[config.mk]
export PLATFORM = sky130hd
export DESIGN_NAME = sgc_bank
export DESIGN_NICKNAME = d
export VERILOG_FILES = /design/src/rtl/sgc_pkg.sv /design/src/rtl/sgc_storm_if.sv /design/src/rtl/sgc_storm.sv /design/src/rtl/sgc_bank.sv
export VERILOG_INCLUDE_DIRS = /design/src /design/src/rtl
export SDC_FILE = /design/constraint.sdc
export NUM_CORES = 1
export LEC_CHECK = 0
export ABC_AREA = 1
export BUFFER_PORTS_ARGS = -buffer_cell sky130_fd_sc_hd__clkbuf_2
export CORE_ASPECT_RATIO = 0.9
export CORE_MARGIN = 5
export CORE_UTILIZATION = 35
export DETAILED_ROUTE_END_ITERATION = 10
export PLACE_DENSITY_LB_ADDON = 0.08
export SLEW_MARGIN = 20
export SYNTH_ARGS = -nofsm -noshare
export SYNTH_HDL_FRONTEND = slang
export SYNTH_SLANG_ARGS = --single-unit
export TNS_END_PERCENT = 20
[constraint.sdc]
create_clock -name clk_sys -period 2.05 [get_ports clk_sys]
set_clock_uncertainty 0.05 [all_clocks]
set_input_delay 0.3075 -clock clk_sys [delete_from_list [all_inputs] [get_ports clk_sys]]
set_output_delay 0.3075 -clock clk_sys [all_outputs]
set_load 0.05 [all_outputs]
[src/rtl/sgc_cfg.svh]
// constants for the switch global control bank: offsets, field positions,
// reset values and storm period timing
// assumes a 10 MHz system clock; included by bare name
`ifndef SGC_CFG_SVH
`define SGC_CFG_SVH

// ------------------------------------------------------------------
// register offsets
// ------------------------------------------------------------------
`define SGC_OFS_FWD_CTL        8'h05
`define SGC_OFS_HOST_STORM_HI  8'h06
`define SGC_OFS_STORM_LO       8'h07
`define SGC_OFS_FACTORY_A      8'h08
`define SGC_OFS_FACTORY_B      8'h09

// ------------------------------------------------------------------
// field positions
// ------------------------------------------------------------------
`define SGC_BIT_VLAN_EN        7
`define SGC_BIT_IGMP_SNOOP     6
`define SGC_BIT_DIRECT_MODE    5
`define SGC_BIT_PRE_TAG        4
`define SGC_BIT_TAG_MASK       1
`define SGC_BIT_SNIFF_AND      0
`define SGC_BIT_BACK_PRESSURE  7
`define SGC_BIT_HALF_DUPLEX    6
`define SGC_BIT_FLOW_CTL       5
`define SGC_BIT_SLOW_RATE      4
`define SGC_BIT_NULL_VID_REPL  3
`define SGC_STORM_HI_MSB       2
`define SGC_FWD_CTL_RW_MASK    8'hF3
`define SGC_TAG_MASK_W         5
`define SGC_VID_W              12
`define SGC_STORM_W            11

// ------------------------------------------------------------------
// reset values
// ------------------------------------------------------------------
`define SGC_RST_FWD_CTL        8'h00
`define SGC_RST_HOST_STORM_HI  8'h00
`define SGC_RST_STORM_LO       8'h4A
`define SGC_RST_FACTORY_A      8'h00
`define SGC_RST_FACTORY_B      8'h4C
`define SGC_RST_UNMAPPED       8'h00

// ------------------------------------------------------------------
// timing
// ------------------------------------------------------------------
`define SGC_CLK_KHZ            10000
`define SGC_FAST_PERIOD_MS     50
`define SGC_SLOW_PERIOD_MS     500
`define SGC_FAST_PERIOD_CYC    (`SGC_FAST_PERIOD_MS * `SGC_CLK_KHZ)
`define SGC_SLOW_PERIOD_CYC    (`SGC_SLOW_PERIOD_MS * `SGC_CLK_KHZ)
`define SGC_PERIOD_CNT_W       23
`define SGC_SYNC_STAGES        2'h2

`endif

[src/rtl/sgc_pkg.sv]
// types shared by the switch global control bank and its storm limiter
// assumes sgc_cfg.svh supplies the widths
`include "sgc_cfg.svh"

package sgc_pkg;

  // ------------------------------------------------------------------
  // types
  // ------------------------------------------------------------------
  typedef logic [7:0]                 sgc_byte_t;
  typedef logic [`SGC_STORM_W-1:0]    sgc_storm_t;
  typedef logic [`SGC_VID_W-1:0]      sgc_vid_t;
  typedef logic [`SGC_PERIOD_CNT_W-1:0] sgc_period_t;

  typedef enum logic [1:0] {
    SGC_STRAP_SYNC,
    SGC_STRAP_LOAD,
    SGC_STRAP_RUN
  } sgc_strap_e;

endpackage : sgc_pkg

[src/rtl/sgc_storm_if.sv]
// carrier between the control bank and the storm limiter
// assumes one clock domain for both ends
`timescale 1ns/1ns

interface sgc_storm_if
  import sgc_pkg::*;
#(
  parameter int NUM_PORTS = 4
);
  sgc_storm_t           limit;
  logic [NUM_PORTS-1:0] block_in;
  logic [NUM_PORTS-1:0] port_slow;
  logic [NUM_PORTS-1:0] over_limit;

  modport bank  (output limit, output block_in, output port_slow, input over_limit);
  modport storm (input limit, input block_in, input port_slow, output over_limit);
endinterface : sgc_storm_if

[src/rtl/sgc_storm.sv]
// per-port broadcast storm limiter: counts 64-byte blocks in a measuring period
// assumes block_in is a one-cycle pulse per broadcast block on the same clock
`timescale 1ns/1ns
`include "sgc_cfg.svh"

module sgc_storm
  import sgc_pkg::*;
#(
  parameter int unsigned NUM_PORTS  = 4,
  parameter int unsigned FAST_CYC   = `SGC_FAST_PERIOD_CYC,
  parameter int unsigned SLOW_CYC   = `SGC_SLOW_PERIOD_CYC
) (
  input  wire logic   clk_sys,
  input  wire logic   reset_n,
  sgc_storm_if.storm  sif
);

  // ------------------------------------------------------------------
  // period and block count end values
  // ------------------------------------------------------------------
  localparam sgc_period_t FAST_LAST = sgc_period_t'(FAST_CYC - 1);
  localparam sgc_period_t SLOW_LAST = sgc_period_t'(SLOW_CYC - 1);
  localparam sgc_storm_t  BLK_MAX   = '1;

  genvar p;
  generate
    for (p = 0; p < NUM_PORTS; p++) begin : g_port
      sgc_period_t period_q;
      sgc_storm_t  blocks_q;
      wire sgc_period_t last_w = sif.port_slow[p] ? SLOW_LAST : FAST_LAST;
      // >= so a drop to the shorter period closes the long one at once
      wire         wrap_w   = (period_q >= last_w);
      wire         sat_w    = (blocks_q == BLK_MAX);

      always_ff @(posedge clk_sys or negedge reset_n) begin
        if (!reset_n) begin
          period_q <= '0;
          blocks_q <= '0;
        end else if (wrap_w) begin
          period_q <= '0;
          blocks_q <= '0;
        end else begin
          period_q <= period_q + 1'b1;
          if (sif.block_in[p] && !sat_w) begin
            blocks_q <= blocks_q + 1'b1;
          end
        end
      end

      assign sif.over_limit[p] = (blocks_q >= sif.limit);
    end
  endgenerate

endmodule : sgc_storm

[src/rtl/sgc_bank.sv]
// switch global control bank: forwarding, host port and storm limit controls
// assumes a byte-wide management port on clk_sys and strap pins from outside
`timescale 1ns/1ns
`include "sgc_cfg.svh"

// Functional notes
// - vlan bit turns 802.1q mode on
// - snoop bit sends igmp packets to host
// - direct mode: preamble decides, lookup skipped
// - pre-tag: host packets carry source port
// - tag mask: low vid bits pick ports
// - tag mask acts only with vlan off
// - sniff mode: one means and match
// - back-pressure bit enables host half-duplex backpressure
// - duplex bit: one half, zero full
// - flow-control bit enables host flow control
// - speed bit: one slow, zero fast
// - duplex, flow, speed load from straps
// - null vid replaced by port vid
// - eleven-bit storm limit, high bits split
// - period 50ms fast, 500ms slow
module sgc_bank
  import sgc_pkg::*;
#(
  parameter int unsigned NUM_PORTS = 4,
  parameter int unsigned FAST_CYC  = `SGC_FAST_PERIOD_CYC,
  parameter int unsigned SLOW_CYC  = `SGC_SLOW_PERIOD_CYC
) (
  input  wire logic                        clk_sys,
  input  wire logic                        reset_n,
  // management register port
  input  wire logic [7:0]                  reg_addr,
  input  wire logic                        reg_wr,
  input  wire logic [7:0]                  reg_wdata,
  input  wire logic                        reg_rd,
  output logic      [7:0]                  reg_rdata,
  output logic                             reg_rvalid,
  // strap pins
  input  wire logic                        duplex_strap_pin,
  input  wire logic                        flow_ctl_strap_pin,
  input  wire logic                        speed_strap_pin,
  // forwarding decisions
  input  wire logic                        pkt_is_igmp,
  output logic                             igmp_to_host,
  input  wire logic                        sniff_src_hit,
  input  wire logic                        sniff_dst_hit,
  output logic                             sniff_mirror,
  input  wire logic [`SGC_VID_W-1:0]       rx_vid,
  input  wire logic [`SGC_VID_W-1:0]       port_vid,
  output logic      [`SGC_VID_W-1:0]       vid_out,
  output logic                             tag_mask_active,
  output logic      [`SGC_TAG_MASK_W-1:0]  tag_egress_mask,
  // storm protection
  input  wire logic [NUM_PORTS-1:0]        storm_block_in,
  input  wire logic [NUM_PORTS-1:0]        storm_port_slow,
  output logic      [NUM_PORTS-1:0]        storm_drop,
  // control levels to the fabric
  output logic                             vlan_en,
  output logic                             direct_mode,
  output logic                             lookup_bypass,
  output logic                             host_pretag_en,
  output logic                             host_back_pressure,
  output logic                             host_half_duplex,
  output logic                             host_flow_ctl,
  output logic                             host_slow_rate,
  output logic      [`SGC_STORM_W-1:0]     storm_limit
);

  // ------------------------------------------------------------------
  // storage
  // ------------------------------------------------------------------
  sgc_byte_t  fwd_ctl_q;
  sgc_byte_t  host_storm_hi_q;
  sgc_byte_t  storm_lo_q;
  sgc_byte_t  rdata_q;
  logic       rvalid_q;
  sgc_strap_e strap_st_q;
  logic [1:0] strap_cnt_q;
  logic [2:0] strap_meta_q;
  logic [2:0] strap_sync_q;

  // ------------------------------------------------------------------
  // address decode
  // ------------------------------------------------------------------
  wire hit_fwd_w     = (reg_addr == `SGC_OFS_FWD_CTL);
  wire hit_host_w    = (reg_addr == `SGC_OFS_HOST_STORM_HI);
  wire hit_lo_w      = (reg_addr == `SGC_OFS_STORM_LO);
  wire hit_fact_a_w  = (reg_addr == `SGC_OFS_FACTORY_A);
  wire hit_fact_b_w  = (reg_addr == `SGC_OFS_FACTORY_B);
  wire wr_fwd_w      = reg_wr && hit_fwd_w;
  wire wr_host_w     = reg_wr && hit_host_w;
  wire wr_lo_w       = reg_wr && hit_lo_w;
  wire strap_load_w  = (strap_st_q == SGC_STRAP_LOAD);

  // reserved bits of the forwarding register never take a write
  wire sgc_byte_t fwd_wr_val_w = reg_wdata & `SGC_FWD_CTL_RW_MASK;

  wire sgc_byte_t rd_mux_w =
    hit_fwd_w    ? fwd_ctl_q :
    hit_host_w   ? host_storm_hi_q :
    hit_lo_w     ? storm_lo_q :
    hit_fact_a_w ? `SGC_RST_FACTORY_A :
    hit_fact_b_w ? `SGC_RST_FACTORY_B :
                   `SGC_RST_UNMAPPED;

  // ------------------------------------------------------------------
  // strap synchroniser
  // ------------------------------------------------------------------
  // first stage is read only by the second stage
  always_ff @(posedge clk_sys or negedge reset_n) begin
    if (!reset_n) begin
      strap_meta_q <= 3'h0;
      strap_sync_q <= 3'h0;
    end else begin
      strap_meta_q <= {duplex_strap_pin, flow_ctl_strap_pin, speed_strap_pin};
      strap_sync_q <= strap_meta_q;
    end
  end

  // ------------------------------------------------------------------
  // strap capture sequence
  // ------------------------------------------------------------------
  // waits for the synchroniser to fill, then loads once after release
  always_ff @(posedge clk_sys or negedge reset_n) begin
    if (!reset_n) begin
      strap_st_q  <= SGC_STRAP_SYNC;
      strap_cnt_q <= 2'h0;
    end else begin
      unique case (strap_st_q)
        SGC_STRAP_SYNC: begin
          strap_cnt_q <= strap_cnt_q + 2'h1;
          if (strap_cnt_q == (`SGC_SYNC_STAGES - 2'h1)) begin
            strap_st_q <= SGC_STRAP_LOAD;
          end
        end
        SGC_STRAP_LOAD: begin
          strap_st_q <= SGC_STRAP_RUN;
        end
        SGC_STRAP_RUN: begin
          strap_st_q <= SGC_STRAP_RUN;
        end
      endcase
    end
  end

  // ------------------------------------------------------------------
  // forwarding control register
  // ------------------------------------------------------------------
  always_ff @(posedge clk_sys or negedge reset_n) begin
    if (!reset_n) begin
      fwd_ctl_q <= `SGC_RST_FWD_CTL;
    end else if (wr_fwd_w) begin
      fwd_ctl_q <= fwd_wr_val_w;
    end
  end

  // ------------------------------------------------------------------
  // host port and storm high register
  // ------------------------------------------------------------------
  // strap load wins over a write in the same cycle; software should wait
  always_ff @(posedge clk_sys or negedge reset_n) begin
    if (!reset_n) begin
      host_storm_hi_q <= `SGC_RST_HOST_STORM_HI;
    end else if (strap_load_w) begin
      host_storm_hi_q[`SGC_BIT_HALF_DUPLEX] <= strap_sync_q[2];
      host_storm_hi_q[`SGC_BIT_FLOW_CTL]    <= strap_sync_q[1];
      host_storm_hi_q[`SGC_BIT_SLOW_RATE]   <= strap_sync_q[0];
    end else if (wr_host_w) begin
      host_storm_hi_q <= reg_wdata;
    end
  end

  // ------------------------------------------------------------------
  // storm low register
  // ------------------------------------------------------------------
  always_ff @(posedge clk_sys or negedge reset_n) begin
    if (!reset_n) begin
      storm_lo_q <= `SGC_RST_STORM_LO;
    end else if (wr_lo_w) begin
      storm_lo_q <= reg_wdata;
    end
  end

  // ------------------------------------------------------------------
  // read port
  // ------------------------------------------------------------------
  always_ff @(posedge clk_sys or negedge reset_n) begin
    if (!reset_n) begin
      rdata_q  <= 8'h00;
      rvalid_q <= 1'b0;
    end else begin
      rvalid_q <= reg_rd;
      if (reg_rd) begin
        rdata_q <= rd_mux_w;
      end
    end
  end

  assign reg_rdata  = rdata_q;
  assign reg_rvalid = rvalid_q;

  // ------------------------------------------------------------------
  // control levels
  // ------------------------------------------------------------------
  // the vlan table must already be valid when this rises; not checked here
  assign vlan_en            = fwd_ctl_q[`SGC_BIT_VLAN_EN];
  assign direct_mode        = fwd_ctl_q[`SGC_BIT_DIRECT_MODE];
  assign lookup_bypass      = fwd_ctl_q[`SGC_BIT_DIRECT_MODE];
  assign host_pretag_en     = fwd_ctl_q[`SGC_BIT_PRE_TAG];
  assign host_back_pressure = host_storm_hi_q[`SGC_BIT_BACK_PRESSURE];
  assign host_half_duplex   = host_storm_hi_q[`SGC_BIT_HALF_DUPLEX];
  // flow control only means something in full duplex; the mac decides
  assign host_flow_ctl      = host_storm_hi_q[`SGC_BIT_FLOW_CTL];
  assign host_slow_rate     = host_storm_hi_q[`SGC_BIT_SLOW_RATE];
  assign storm_limit        = {host_storm_hi_q[`SGC_STORM_HI_MSB:0], storm_lo_q};

  // ------------------------------------------------------------------
  // per-packet decisions
  // ------------------------------------------------------------------
  // combinational so the lookup engine sees them in its own cycle
  wire snoop_en_w   = fwd_ctl_q[`SGC_BIT_IGMP_SNOOP];
  wire sniff_and_w  = fwd_ctl_q[`SGC_BIT_SNIFF_AND];
  wire null_repl_w  = host_storm_hi_q[`SGC_BIT_NULL_VID_REPL];
  wire vid_null_w   = (rx_vid == '0);

  assign igmp_to_host    = snoop_en_w && pkt_is_igmp;
  assign sniff_mirror    = sniff_and_w ? (sniff_src_hit && sniff_dst_hit)
                                       : (sniff_src_hit || sniff_dst_hit);
  assign tag_mask_active = fwd_ctl_q[`SGC_BIT_TAG_MASK] && !fwd_ctl_q[`SGC_BIT_VLAN_EN];
  assign tag_egress_mask = tag_mask_active ? rx_vid[`SGC_TAG_MASK_W-1:0] : '0;
  assign vid_out         = (null_repl_w && vid_null_w) ? port_vid : rx_vid;

  // ------------------------------------------------------------------
  // storm limiter
  // ------------------------------------------------------------------
  sgc_storm_if #(.NUM_PORTS(NUM_PORTS)) storm_bus ();

  assign storm_bus.limit     = storm_limit;
  assign storm_bus.block_in  = storm_block_in;
  assign storm_bus.port_slow = storm_port_slow;
  assign storm_drop          = storm_bus.over_limit;

  sgc_storm #(
    .NUM_PORTS (NUM_PORTS),
    .FAST_CYC  (FAST_CYC),
    .SLOW_CYC  (SLOW_CYC)
  ) u_storm (
    .clk_sys   (clk_sys),
    .reset_n   (reset_n),
    .sif       (storm_bus)
  );

endmodule : sgc_bank

==> results of run 1 <==
how the worst min path moves through the flow:
stage	from	to	slack, ns	depth (start not counted)
CTS	reg_wdata[1]	storm_lo_q[1]	0.05	3
global placement	reset_n	strap_meta_q[2]	0.18	1
global route	reg_wdata[1]	storm_lo_q[1]	0.06	3
detailed placement	reset_n	u_storm.g_port[0].period_q[19]	0.18	1
floorplan	reset_n	fwd_ctl_q[0]	-0.04	0
finish	reg_rd	reg_rvalid	0.08	1
area by class of cell:
class | count | share of cell area [%]
Clock buffer | 18 | 2.987
Clock inverter | 14 | 1.219
Inverter | 203 | 5.339
Multi-Input combinational cell | 1212 | 45.78
Sequential cell | 177 | 30.89
Tap cell | 422 | 3.675
Timing Repair Buffer | 197 | 10.11
cells by family (layout without fill, tap and decap cells):
logic type,after synthesis,after routing
and+or+nand+nor,929,929
DFF,177,177
buffers and inverters,222,432
AOI/OAI and AO/OA,120,120
adders and majority gates,96,96
xor gates and xnor gates,67,67
power by group through the flow:
stage / combinational, W / clock (W) / sequential (W)
global route: 0.00381 / 0.00373 / 0.00492
floorplan: 0.00215 / 0 / 0.00481
CTS: 0.00332 / 0.00360 / 0.00481
global placement: 0.00323 / 0 / 0.00486
finish: 0.00330 / 0.00347 / 0.00481
detailed placement: 0.00327 / 0 / 0.00486
synthesized netlist by cell type, types with 2 or more instances:
library cell               count
sky130_fd_sc_hd__a211oi_1      4
sky130_fd_sc_hd__o211ai_1      8
sky130_fd_sc_hd__nor2_1      317
sky130_fd_sc_hd__nand3_1      90
sky130_fd_sc_hd__buf_6         6
sky130_fd_sc_hd__ha_1         95
sky130_fd_sc_hd__o21a_1        2
sky130_fd_sc_hd__buf_4         7
sky130_fd_sc_hd__inv_1       195
sky130_fd_sc_hd__nor4_1        2
sky130_fd_sc_hd__o21bai_1     11
sky130_fd_sc_hd__or2_2         2
sky130_fd_sc_hd__a21oi_1      29
sky130_fd_sc_hd__or2_0         3
sky130_fd_sc_hd__dfstp_2       3
sky130_fd_sc_hd__nand3b_1      7
sky130_fd_sc_hd__xnor2_1      18
sky130_fd_sc_hd__buf_2         4
sky130_fd_sc_hd__a21o_1        2
sky130_fd_sc_hd__nand3_2       2
sky130_fd_sc_hd__o21ai_0      59
sky130_fd_sc_hd__o31ai_1       3
sky130_fd_sc_hd__inv_2         6
sky130_fd_sc_hd__nor3_1       34
sky130_fd_sc_hd__nor3b_1       2
sky130_fd_sc_hd__nor2_2       14
sky130_fd_sc_hd__xor2_1       49
sky130_fd_sc_hd__dfrtp_1     174
sky130_fd_sc_hd__nor2_4       14
sky130_fd_sc_hd__nand4_1      45
sky130_fd_sc_hd__nand2_1     390
sky130_fd_sc_hd__nand2_2       5
metal layers:
metal,wire [um],share of wire [%],vias up
met1,16830,54,4817
met2,12730,41,224
li1,-,-,5538
met4,274,0.87,0
met5,0,0,-
met3,1588,5.1,17
flip-flops by register name, indices dropped and copies added, names as in the netlist:
| name | flops |
|---|---|
| reg_rvalid | 1 |
| strap_meta_q | 3 |
| strap_cnt_q | 2 |
| strap_st_q | 2 |
| strap_sync_q | 3 |
| u_storm.g_port.blocks_q | 44 |
| host_storm_hi_q | 8 |
| storm_lo_q | 8 |
| fwd_ctl_q | 6 |
| u_storm.g_port.period_q | 92 |
| reg_rdata | 8 |
repair_timing:
| item | in CTS | in global routing |
|---|---|---|
| hold endpoints to repair | 30 | 0 |
| gates resized for setup | 31 | 30 |
| endpoints found under the setup margin | 16 | 33 |
| hold buffers | 4 | 0 |
| pin swaps | 7 | 5 |
| setup buffers | 1 | 1 |
stage by stage:
| step | hold WS, ns | setup WS [ns] | area, sq um | TNS [ns] |
|---|---|---|---|---|
| after floorplan | -0.03809 | -0.2281 | 11830 | -2.331 |
| after global placement | 0.1823 | -0.06436 | 13510 | -0.2088 |
| after detailed placement | 0.1836 | -0.1091 | 13510 | -0.2630 |
| after CTS | 0.05140 | -0.5208 | 14300 | -3.387 |
| after global routing | 0.05811 | -0.6069 | 14370 | -3.097 |
| final | 0.07579 | -0.5052 | 14370 | -2.047 |
==> flow_summary.json, run 1 <==
{
  "grt_pass1_vias": 10170,
  "tritoncts": "yes",
  "yosysTopAreaCellShare_pct": 36.88,
  "drt_wl_total_um": 31420,
  "diodes": 0,
  "vias_per_cell": 4.724,
  "path_max_fanout": 5,
  "number_of_synthesized_flops_with_an_enable_pin": 0,
  "muxShareOfSynthArea_pct": 0,
  "path_delay_family": "simple AND/OR/NAND/NOR gates",
  "dpl_wire_length_um": 24710,
  "finish.utilization_pct": 43.39,
  "later_pin_clock_latency_in_the_skew_report_ns": 0.44,
  "postSynth.asyncResetShare_pct": 100.0,
  "finalSetupViolations": 8,
  "ioPinCount": 110,
  "cp_startpoint_kind": "register",
  "grt_max_degree": 66,
  "grt_util_met2_pct": 25.46,
  "drtIter0Drc": 515,
  "crit-reg2reg-capture": "u_storm.g_port[2].period_q[22]",
  "areaGrowthSynthToFinish_pct": 21.67,
  "clk_pin_slew_worst_paths_ns": 0.07,
  "clock-sinks": 177,
  "timing.critical_path.from": "storm_lo_q[1]",
  "cp_slowest_cell": "sky130_fd_sc_hd__dfstp_2",
  "fin_total_pwr_w": 0.01157,
  "worst-endpoint-arrival_ns": 2.20,
  "crit_buf_inv": 2,
  "met3_usage_pct": 2.885,
  "worst_r2r_path_depth": 11,
  "yosysUniqueCellTypes": 41,
  "residual_drc": 0,
  "rows": 63,
  "final-seq-area_sq_mm": 0.004438,
  "synth_top_cells_by_area": "sky130_fd_sc_hd__dfrtp_1 37%, sky130_fd_sc_hd__nand2_1 12%, sky130_fd_sc_hd__nor2_1 10%",
  "layout.cells.most_common": "sky130_fd_sc_hd__nand2_1",
  "dr_total_vias": 10600,
  "max_stage_delay_ns": 0.53,
  "total_leakage_power_nw": 7.047,
  "crit_chain": "inv_1 > ha_1 > nand2_1 > nor3_2 > nand4_1 > nand4_1 > buf_12",
  "synth_area_in_adders_pct": 10.15,
  "regToRegStartpoint": "u_storm.g_port[2].period_q[17]",
  "fp.dieH_um": 184.2,
  "crit_required_ns": 1.69,
  "combinationalPowerShare_pct": 28.5,
  "firstDrtPassIters": 5,
  "timing.critical_path.to": "storm_drop[0]",
  "die_w_um": 203.6,
  "fin_nets": 1961,
  "cts.root.buffer_cell": "sky130_fd_sc_hd__clkbuf_16",
  "clock.fmax_mhz": 391.4,
  "final-hold-violation-count": 0,
  "leftover_overflow_at_the_end_of_global_routing": 0,
  "dieArea_sq_mm": 0.03751,
  "routed_wire_length_per_instance_um": 14.01,
  "synth_seq_cells": 177,
  "cts.path.max_buffers": 2,
  "synth_compound_gate_area_share_pct": 5.765,
  "cell_area_after_synthesis_sq_mm": 0.01181,
  "reg2reg_slack_ns": 0.18,
  "synth_cells": 1611,
  "synthXorXnorAreaFrac_pct": 4.970,
  "mappedNetlistNets": 1764,
  "rsz_0062_raised_after_global_routing": "true",
  "grt_usage_pct": 17.07,
  "final.period_utilization_pct": 124.6,
  "place.port_buffers": 109,
  "initial_antenna_violation_count": 0,
  "cp.depth": 7,
  "dominantRegCellSynth": "sky130_fd_sc_hd__dfrtp_1",
  "fp.coreArea_sq_mm": 0.03311,
  "post_synthesis_sequential_area_ratio_pct": 37.54,
  "violated_checks": "negative setup slack",
  "power.density_mw_per_mm2": 805.4,
  "ir_drop_uv": 512.0,
  "internal_power_w": 0.007409,
  "slew_headroom_pct": 67.93,
  "gpl.final_weighted_congestion": 0.8524,
  "cts_max_level": 4,
  "cts_inserted_buffers": 17,
  "criticalPathCategory": "reg2out",
  "p_sw_w": 0.004162,
  "synth_simple_gate_area_share_pct": 33.71,
  "p_clk_share_pct": 29.9,
  "maxSlewViolCount": 0,
  "synthesis.area_per_instance_sq_um": 7.329,
  "post-route-min-period_ns": 2.555,
  "post-place-cells": 2205,
  "synth.yosys.warnings": 0,
  "synth_largest_area_cell": "sky130_fd_sc_hd__dfrtp_1",
  "filler_cells_inserted": 3400,
  "hold_path.class": "in2reg",
  "antenna_left": 0,
  "path_common_cell": "sky130_fd_sc_hd__nand4_1",
  "status": "finished, violations left",
  "timing.max_cap.violations": 0,
  "combinational_family_with_the_most_area_after_synthesis": "simple AND/OR/NAND/NOR gates",
  "final.setup.worst_slack_ns": -0.5052,
  "multiInputGateArea_sq_mm": 0.006576,
  "tightest_pin_transition_ns": 0.4806,
  "final_cells": 2243,
  "share_of_layout_cells_above_drive_strength_1_pct": 16.64,
  "grt_use_met1_pct": 26.06,
  "endpoint_kind": "output port",
  "pwr-share-seq_pct": 41.5,
  "grt.busiest_layer": "met1",
  "floorplan.initialDensity_pct": 35.67,
  "switching_share_pct": 35.97,
  "grt_pass1_wl_um": 52170,
  "most-common-layout-cells": "390 x sky130_fd_sc_hd__nand2_1, 310 x sky130_fd_sc_hd__nor2_1, 188 x sky130_fd_sc_hd__inv_1"
}
No activity file was read; power rests on OpenSTA's default activity.
==> inputs of run 2 (changes only) <==
Settings changed: SYNTH_HIERARCHICAL set to 1.
==> run 2 against run 1 <==
The run still ends with negative setup slack left. Count of clock-buffer cells in the layout unchanged. Clock power up 4%. Sequential share of layout area fell by 1.2 points. Synthesized cell count increased by 2.8%. Combinational power increased by 30%. Hold slack lost 0.041 ns. Non-clock buffer count is 16 lower. Core utilization is 0.66 points lower. Sequential power is 2% lower. Global-route usage shrank 0.70 points. Setup slack gained 0.041 ns. Routed wire length about the same. Critical path type unchanged. Critical endpoint is now storm_drop[1]. Largest power group unchanged.
==> flow_summary.json, run 2 <==
{
  "status": "finished, violations left",
  "violated_checks": "negative setup slack",
  "vias_per_cell": 4.626,
  "most-common-layout-cells": "415 x sky130_fd_sc_hd__nand2_1, 242 x sky130_fd_sc_hd__nor2_1, 170 x sky130_fd_sc_hd__inv_1",
  "synthesis.area_per_instance_sq_um": 7.482,
  "clk_pin_slew_worst_paths_ns": 0.07,
  "yosysTopAreaCellShare_pct": 35.14,
  "maxSlewViolCount": 0,
  "synth_area_in_adders_pct": 9.594,
  "registers.top_by_ff_count": "u_storm/g_port.period_q",
  "path_max_fanout": 4,
  "synth.most_common_cell": "sky130_fd_sc_hd__nand2_1",
  "final-hold-violation-count": 0,
  "reg_top3": "u_storm/g_port.period_q x92, u_storm/g_port.blocks_q x44",
  "total_leakage_power_nw": 7.285,
  "final.period_utilization_pct": 122.6,
  "final_cells": 2317,
  "cell_area_after_synthesis_sq_mm": 0.01239,
  "synthXorXnorAreaFrac_pct": 4.171,
  "p_clk_share_pct": 28.7,
  "grt_pass1_vias": 10600,
  "cts_inserted_buffers": 17,
  "synth_simple_gate_area_share_pct": 37.94,
  "holdPathStages": 3,
  "synth_largest_area_cell": "sky130_fd_sc_hd__dfrtp_1",
  "fp.coreArea_sq_mm": 0.03505,
  "antenna_left": 0,
  "grt_max_degree": 56,
  "combinational_family_with_the_most_area_after_synthesis": "simple AND/OR/NAND/NOR gates",
  "floorplan.initialDensity_pct": 35.35,
  "postLayoutCellArea_sq_mm": 0.01498,
  "synth_seq_cells": 177,
  "cts.path.max_buffers": 2,
  "cp_slowest_cell": "sky130_fd_sc_hd__dfstp_4",
  "hold_path.class": "in2reg",
  "internal_power_w": 0.007979,
  "grt_usage_pct": 16.37,
  "synth.cells.most_frequent": "416 x sky130_fd_sc_hd__nand2_1, 248 x sky130_fd_sc_hd__nor2_1, 178 x sky130_fd_sc_hd__inv_1",
  "cp.depth": 7,
  "mappedNetlistNets": 1809,
  "synth_compound_gate_area_share_pct": 4.676,
  "final.setup.worst_slack_ns": -0.4642,
  "synth.yosys.warnings": 6,
  "cp_startpoint_kind": "register",
  "path_common_cell": "sky130_fd_sc_hd__nand4_1",
  "fin_total_pwr_w": 0.01261,
  "areaGrowthSynthToFinish_pct": 20.91,
  "worst-endpoint-arrival_ns": 2.16,
  "dieArea_sq_mm": 0.03927,
  "routed_wire_length_per_instance_um": 13.56,
  "finalSetupViolations": 4,
  "power.density_mw_per_mm2": 841.8,
  "crit_required_ns": 1.69,
  "dominantRegCellSynth": "sky130_fd_sc_hd__dfrtp_1",
  "dr_total_vias": 10720,
  "worst_r2r_path_depth": 11,
  "timing.max_cap.violations": 0,
  "slew_headroom_pct": 66.15,
  "ir_drop_uv": 497.5,
  "switching_share_pct": 36.72,
  "synth_cells": 1656,
  "synth_top_cells_by_area": "sky130_fd_sc_hd__dfrtp_1 35%, sky130_fd_sc_hd__nand2_1 13%, sky130_fd_sc_hd__ha_1 9.6%",
  "gpl.final_weighted_congestion": 0.8344,
  "place.port_buffers": 109,
  "combinationalPowerShare_pct": 34.0,
  "crit_chain": "inv_4 > ha_2 > nand4_1 > nor3_2 > nand4_1 > nand4_1 > buf_12",
  "yosysUniqueCellTypes": 51,
  "share_of_layout_cells_above_drive_strength_1_pct": 22.40,
  "firstDrtPassIters": 5,
  "rsz_0062_raised_after_global_routing": "true",
  "path_delay_family": "flip-flops",
  "setup_tns_final_ns": -1.720,
  "criticalPathCategory": "reg2out",
  "tightest_pin_transition_ns": 0.5077,
  "grt_pass1_wl_um": 53480,
  "post_synthesis_sequential_area_ratio_pct": 35.78,
  "placedInstanceArea_sq_mm": 0.01416,
  "initial_antenna_violation_count": 1,
  "dpl_wire_length_um": 24300,
  "post-place-cells": 2281,
  "layout.cells.most_common": "sky130_fd_sc_hd__nand2_1",
  "clock.fmax_mhz": 397.7,
  "muxShareOfSynthArea_pct": 0,
  "fp.dieH_um": 188.5,
  "rows": 65,
  "post-route-min-period_ns": 2.514,
  "tritoncts": "yes",
  "cts.root.buffer_cell": "sky130_fd_sc_hd__clkbuf_16",
  "die_w_um": 208.3,
  "postSynth.asyncResetShare_pct": 100.0,
  "ioPinCount": 110,
  "clock-sinks": 177,
  "number_of_synthesized_flops_with_an_enable_pin": 0,
  "endpoint_kind": "output port",
  "drt_wl_total_um": 31410,
  "p_sw_w": 0.004630,
  "later_pin_clock_latency_in_the_skew_report_ns": 0.46,
  "drtIter0Drc": 526,
  "pwr-share-seq_pct": 37.2,
  "post_cts.repair.setup_buffers": 0,
  "cts_max_level": 4,
  "largest_register_ff_count": 92,
  "max_stage_delay_ns": 0.63,
  "fin_nets": 1988,
  "leftover_overflow_at_the_end_of_global_routing": 0,
  "residual_drc": 0,
  "crit_buf_inv": 2,
  "diodes": 0
}
## run 2: timing repair
| item | CTS | global route |
|---|---|---|
| setup endpoints to repair | 4 | 33 |
| pin swaps | 3 | 15 |
| gates resized for setup | 7 | 44 |
| hold buffers | 4 | 0 |
| hold endpoints to repair | 49 | 0 |
## run 2: worst register-to-register path, delay by kind of cell, from the launching register on
family	cells	cell delay [ns]
adders and majority gates	1	0.33
buffers and inverters	2	0.25
DFF	1	0.44
and+or+nand+nor	8	0.71
## run 2: metal layers
layer / GRT usage (%) / up-vias / share of wire (%)
li1: - / 5644 / -
met1: 23.03 / 4911 / 50
met5: 0 / - / 0.041
met4: 4.117 / 2 / 1.5
met3: 2.897 / 35 / 3.1
met2: 26.25 / 127 / 45
## run 2: through the flow
stage | setup slack [ns] | util, % | hold slack (ns)
after floorplan | -0.1296 | - | -0.03809
after global placement | -0.03632 | 40.40 | 0.2853
after detailed placement | -0.05637 | 40.40 | 0.2872
after CTS | -0.5308 | 42.38 | 0.01350
after global routing | -0.5485 | 42.73 | 0.04200
final | -0.4642 | 42.73 | 0.03514
## run 2: power by group through the flow
stage / logic, W / clock network [W] / registers [W]
after global routing: 0.00483 / 0.00389 / 0.00480
after CTS: 0.00424 / 0.00376 / 0.00469
final: 0.00429 / 0.00362 / 0.00470
after floorplan: 0.00272 / 0 / 0.00467
after global placement: 0.00414 / 0 / 0.00474
after detailed placement: 0.00419 / 0 / 0.00474
## run 2: final cells by class
| class | count | area, sq um |
|---|---|---|
| clock inverters | 14 | 203.9 |
| clock buffers | 18 | 429.2 |
| inverters | 197 | 775.7 |
| fillers | 3643 | 20070 |
| multi-input cells | 1261 | 7218 |
| well taps | 469 | 586.8 |
| flip-flops and latches | 177 | 4447 |
| repair buffers | 181 | 1319 |
## run 2: cell families after synthesis
kind of cell / after synthesis
flip-flops: 177
XOR/XNOR: 59
buffers and inverters: 218
AO/OA/AOI/OAI: 96
AND/OR/NAND/NOR: 1011
adder cells (fa/ha/maj): 95
## run 2: worst paths after layout
path / from / to / slack, ns
worst max-delay path: storm_lo_q[3] / storm_drop[1] / -0.46
worst min-delay path: reg_wdata[3] / storm_lo_q[3] / 0.04
worst max register to register: u_storm/g_port[2].period_q[14] / u_storm/g_port[2].period_q[16] / 0.15
worst min register to register: strap_meta_q[0] / strap_sync_q[0] / 0.30
max in group asynchronous: reset_n / u_storm/g_port[0].period_q[15] / 0.96
min in group asynchronous: reset_n / reg_rdata[7] / 0.36
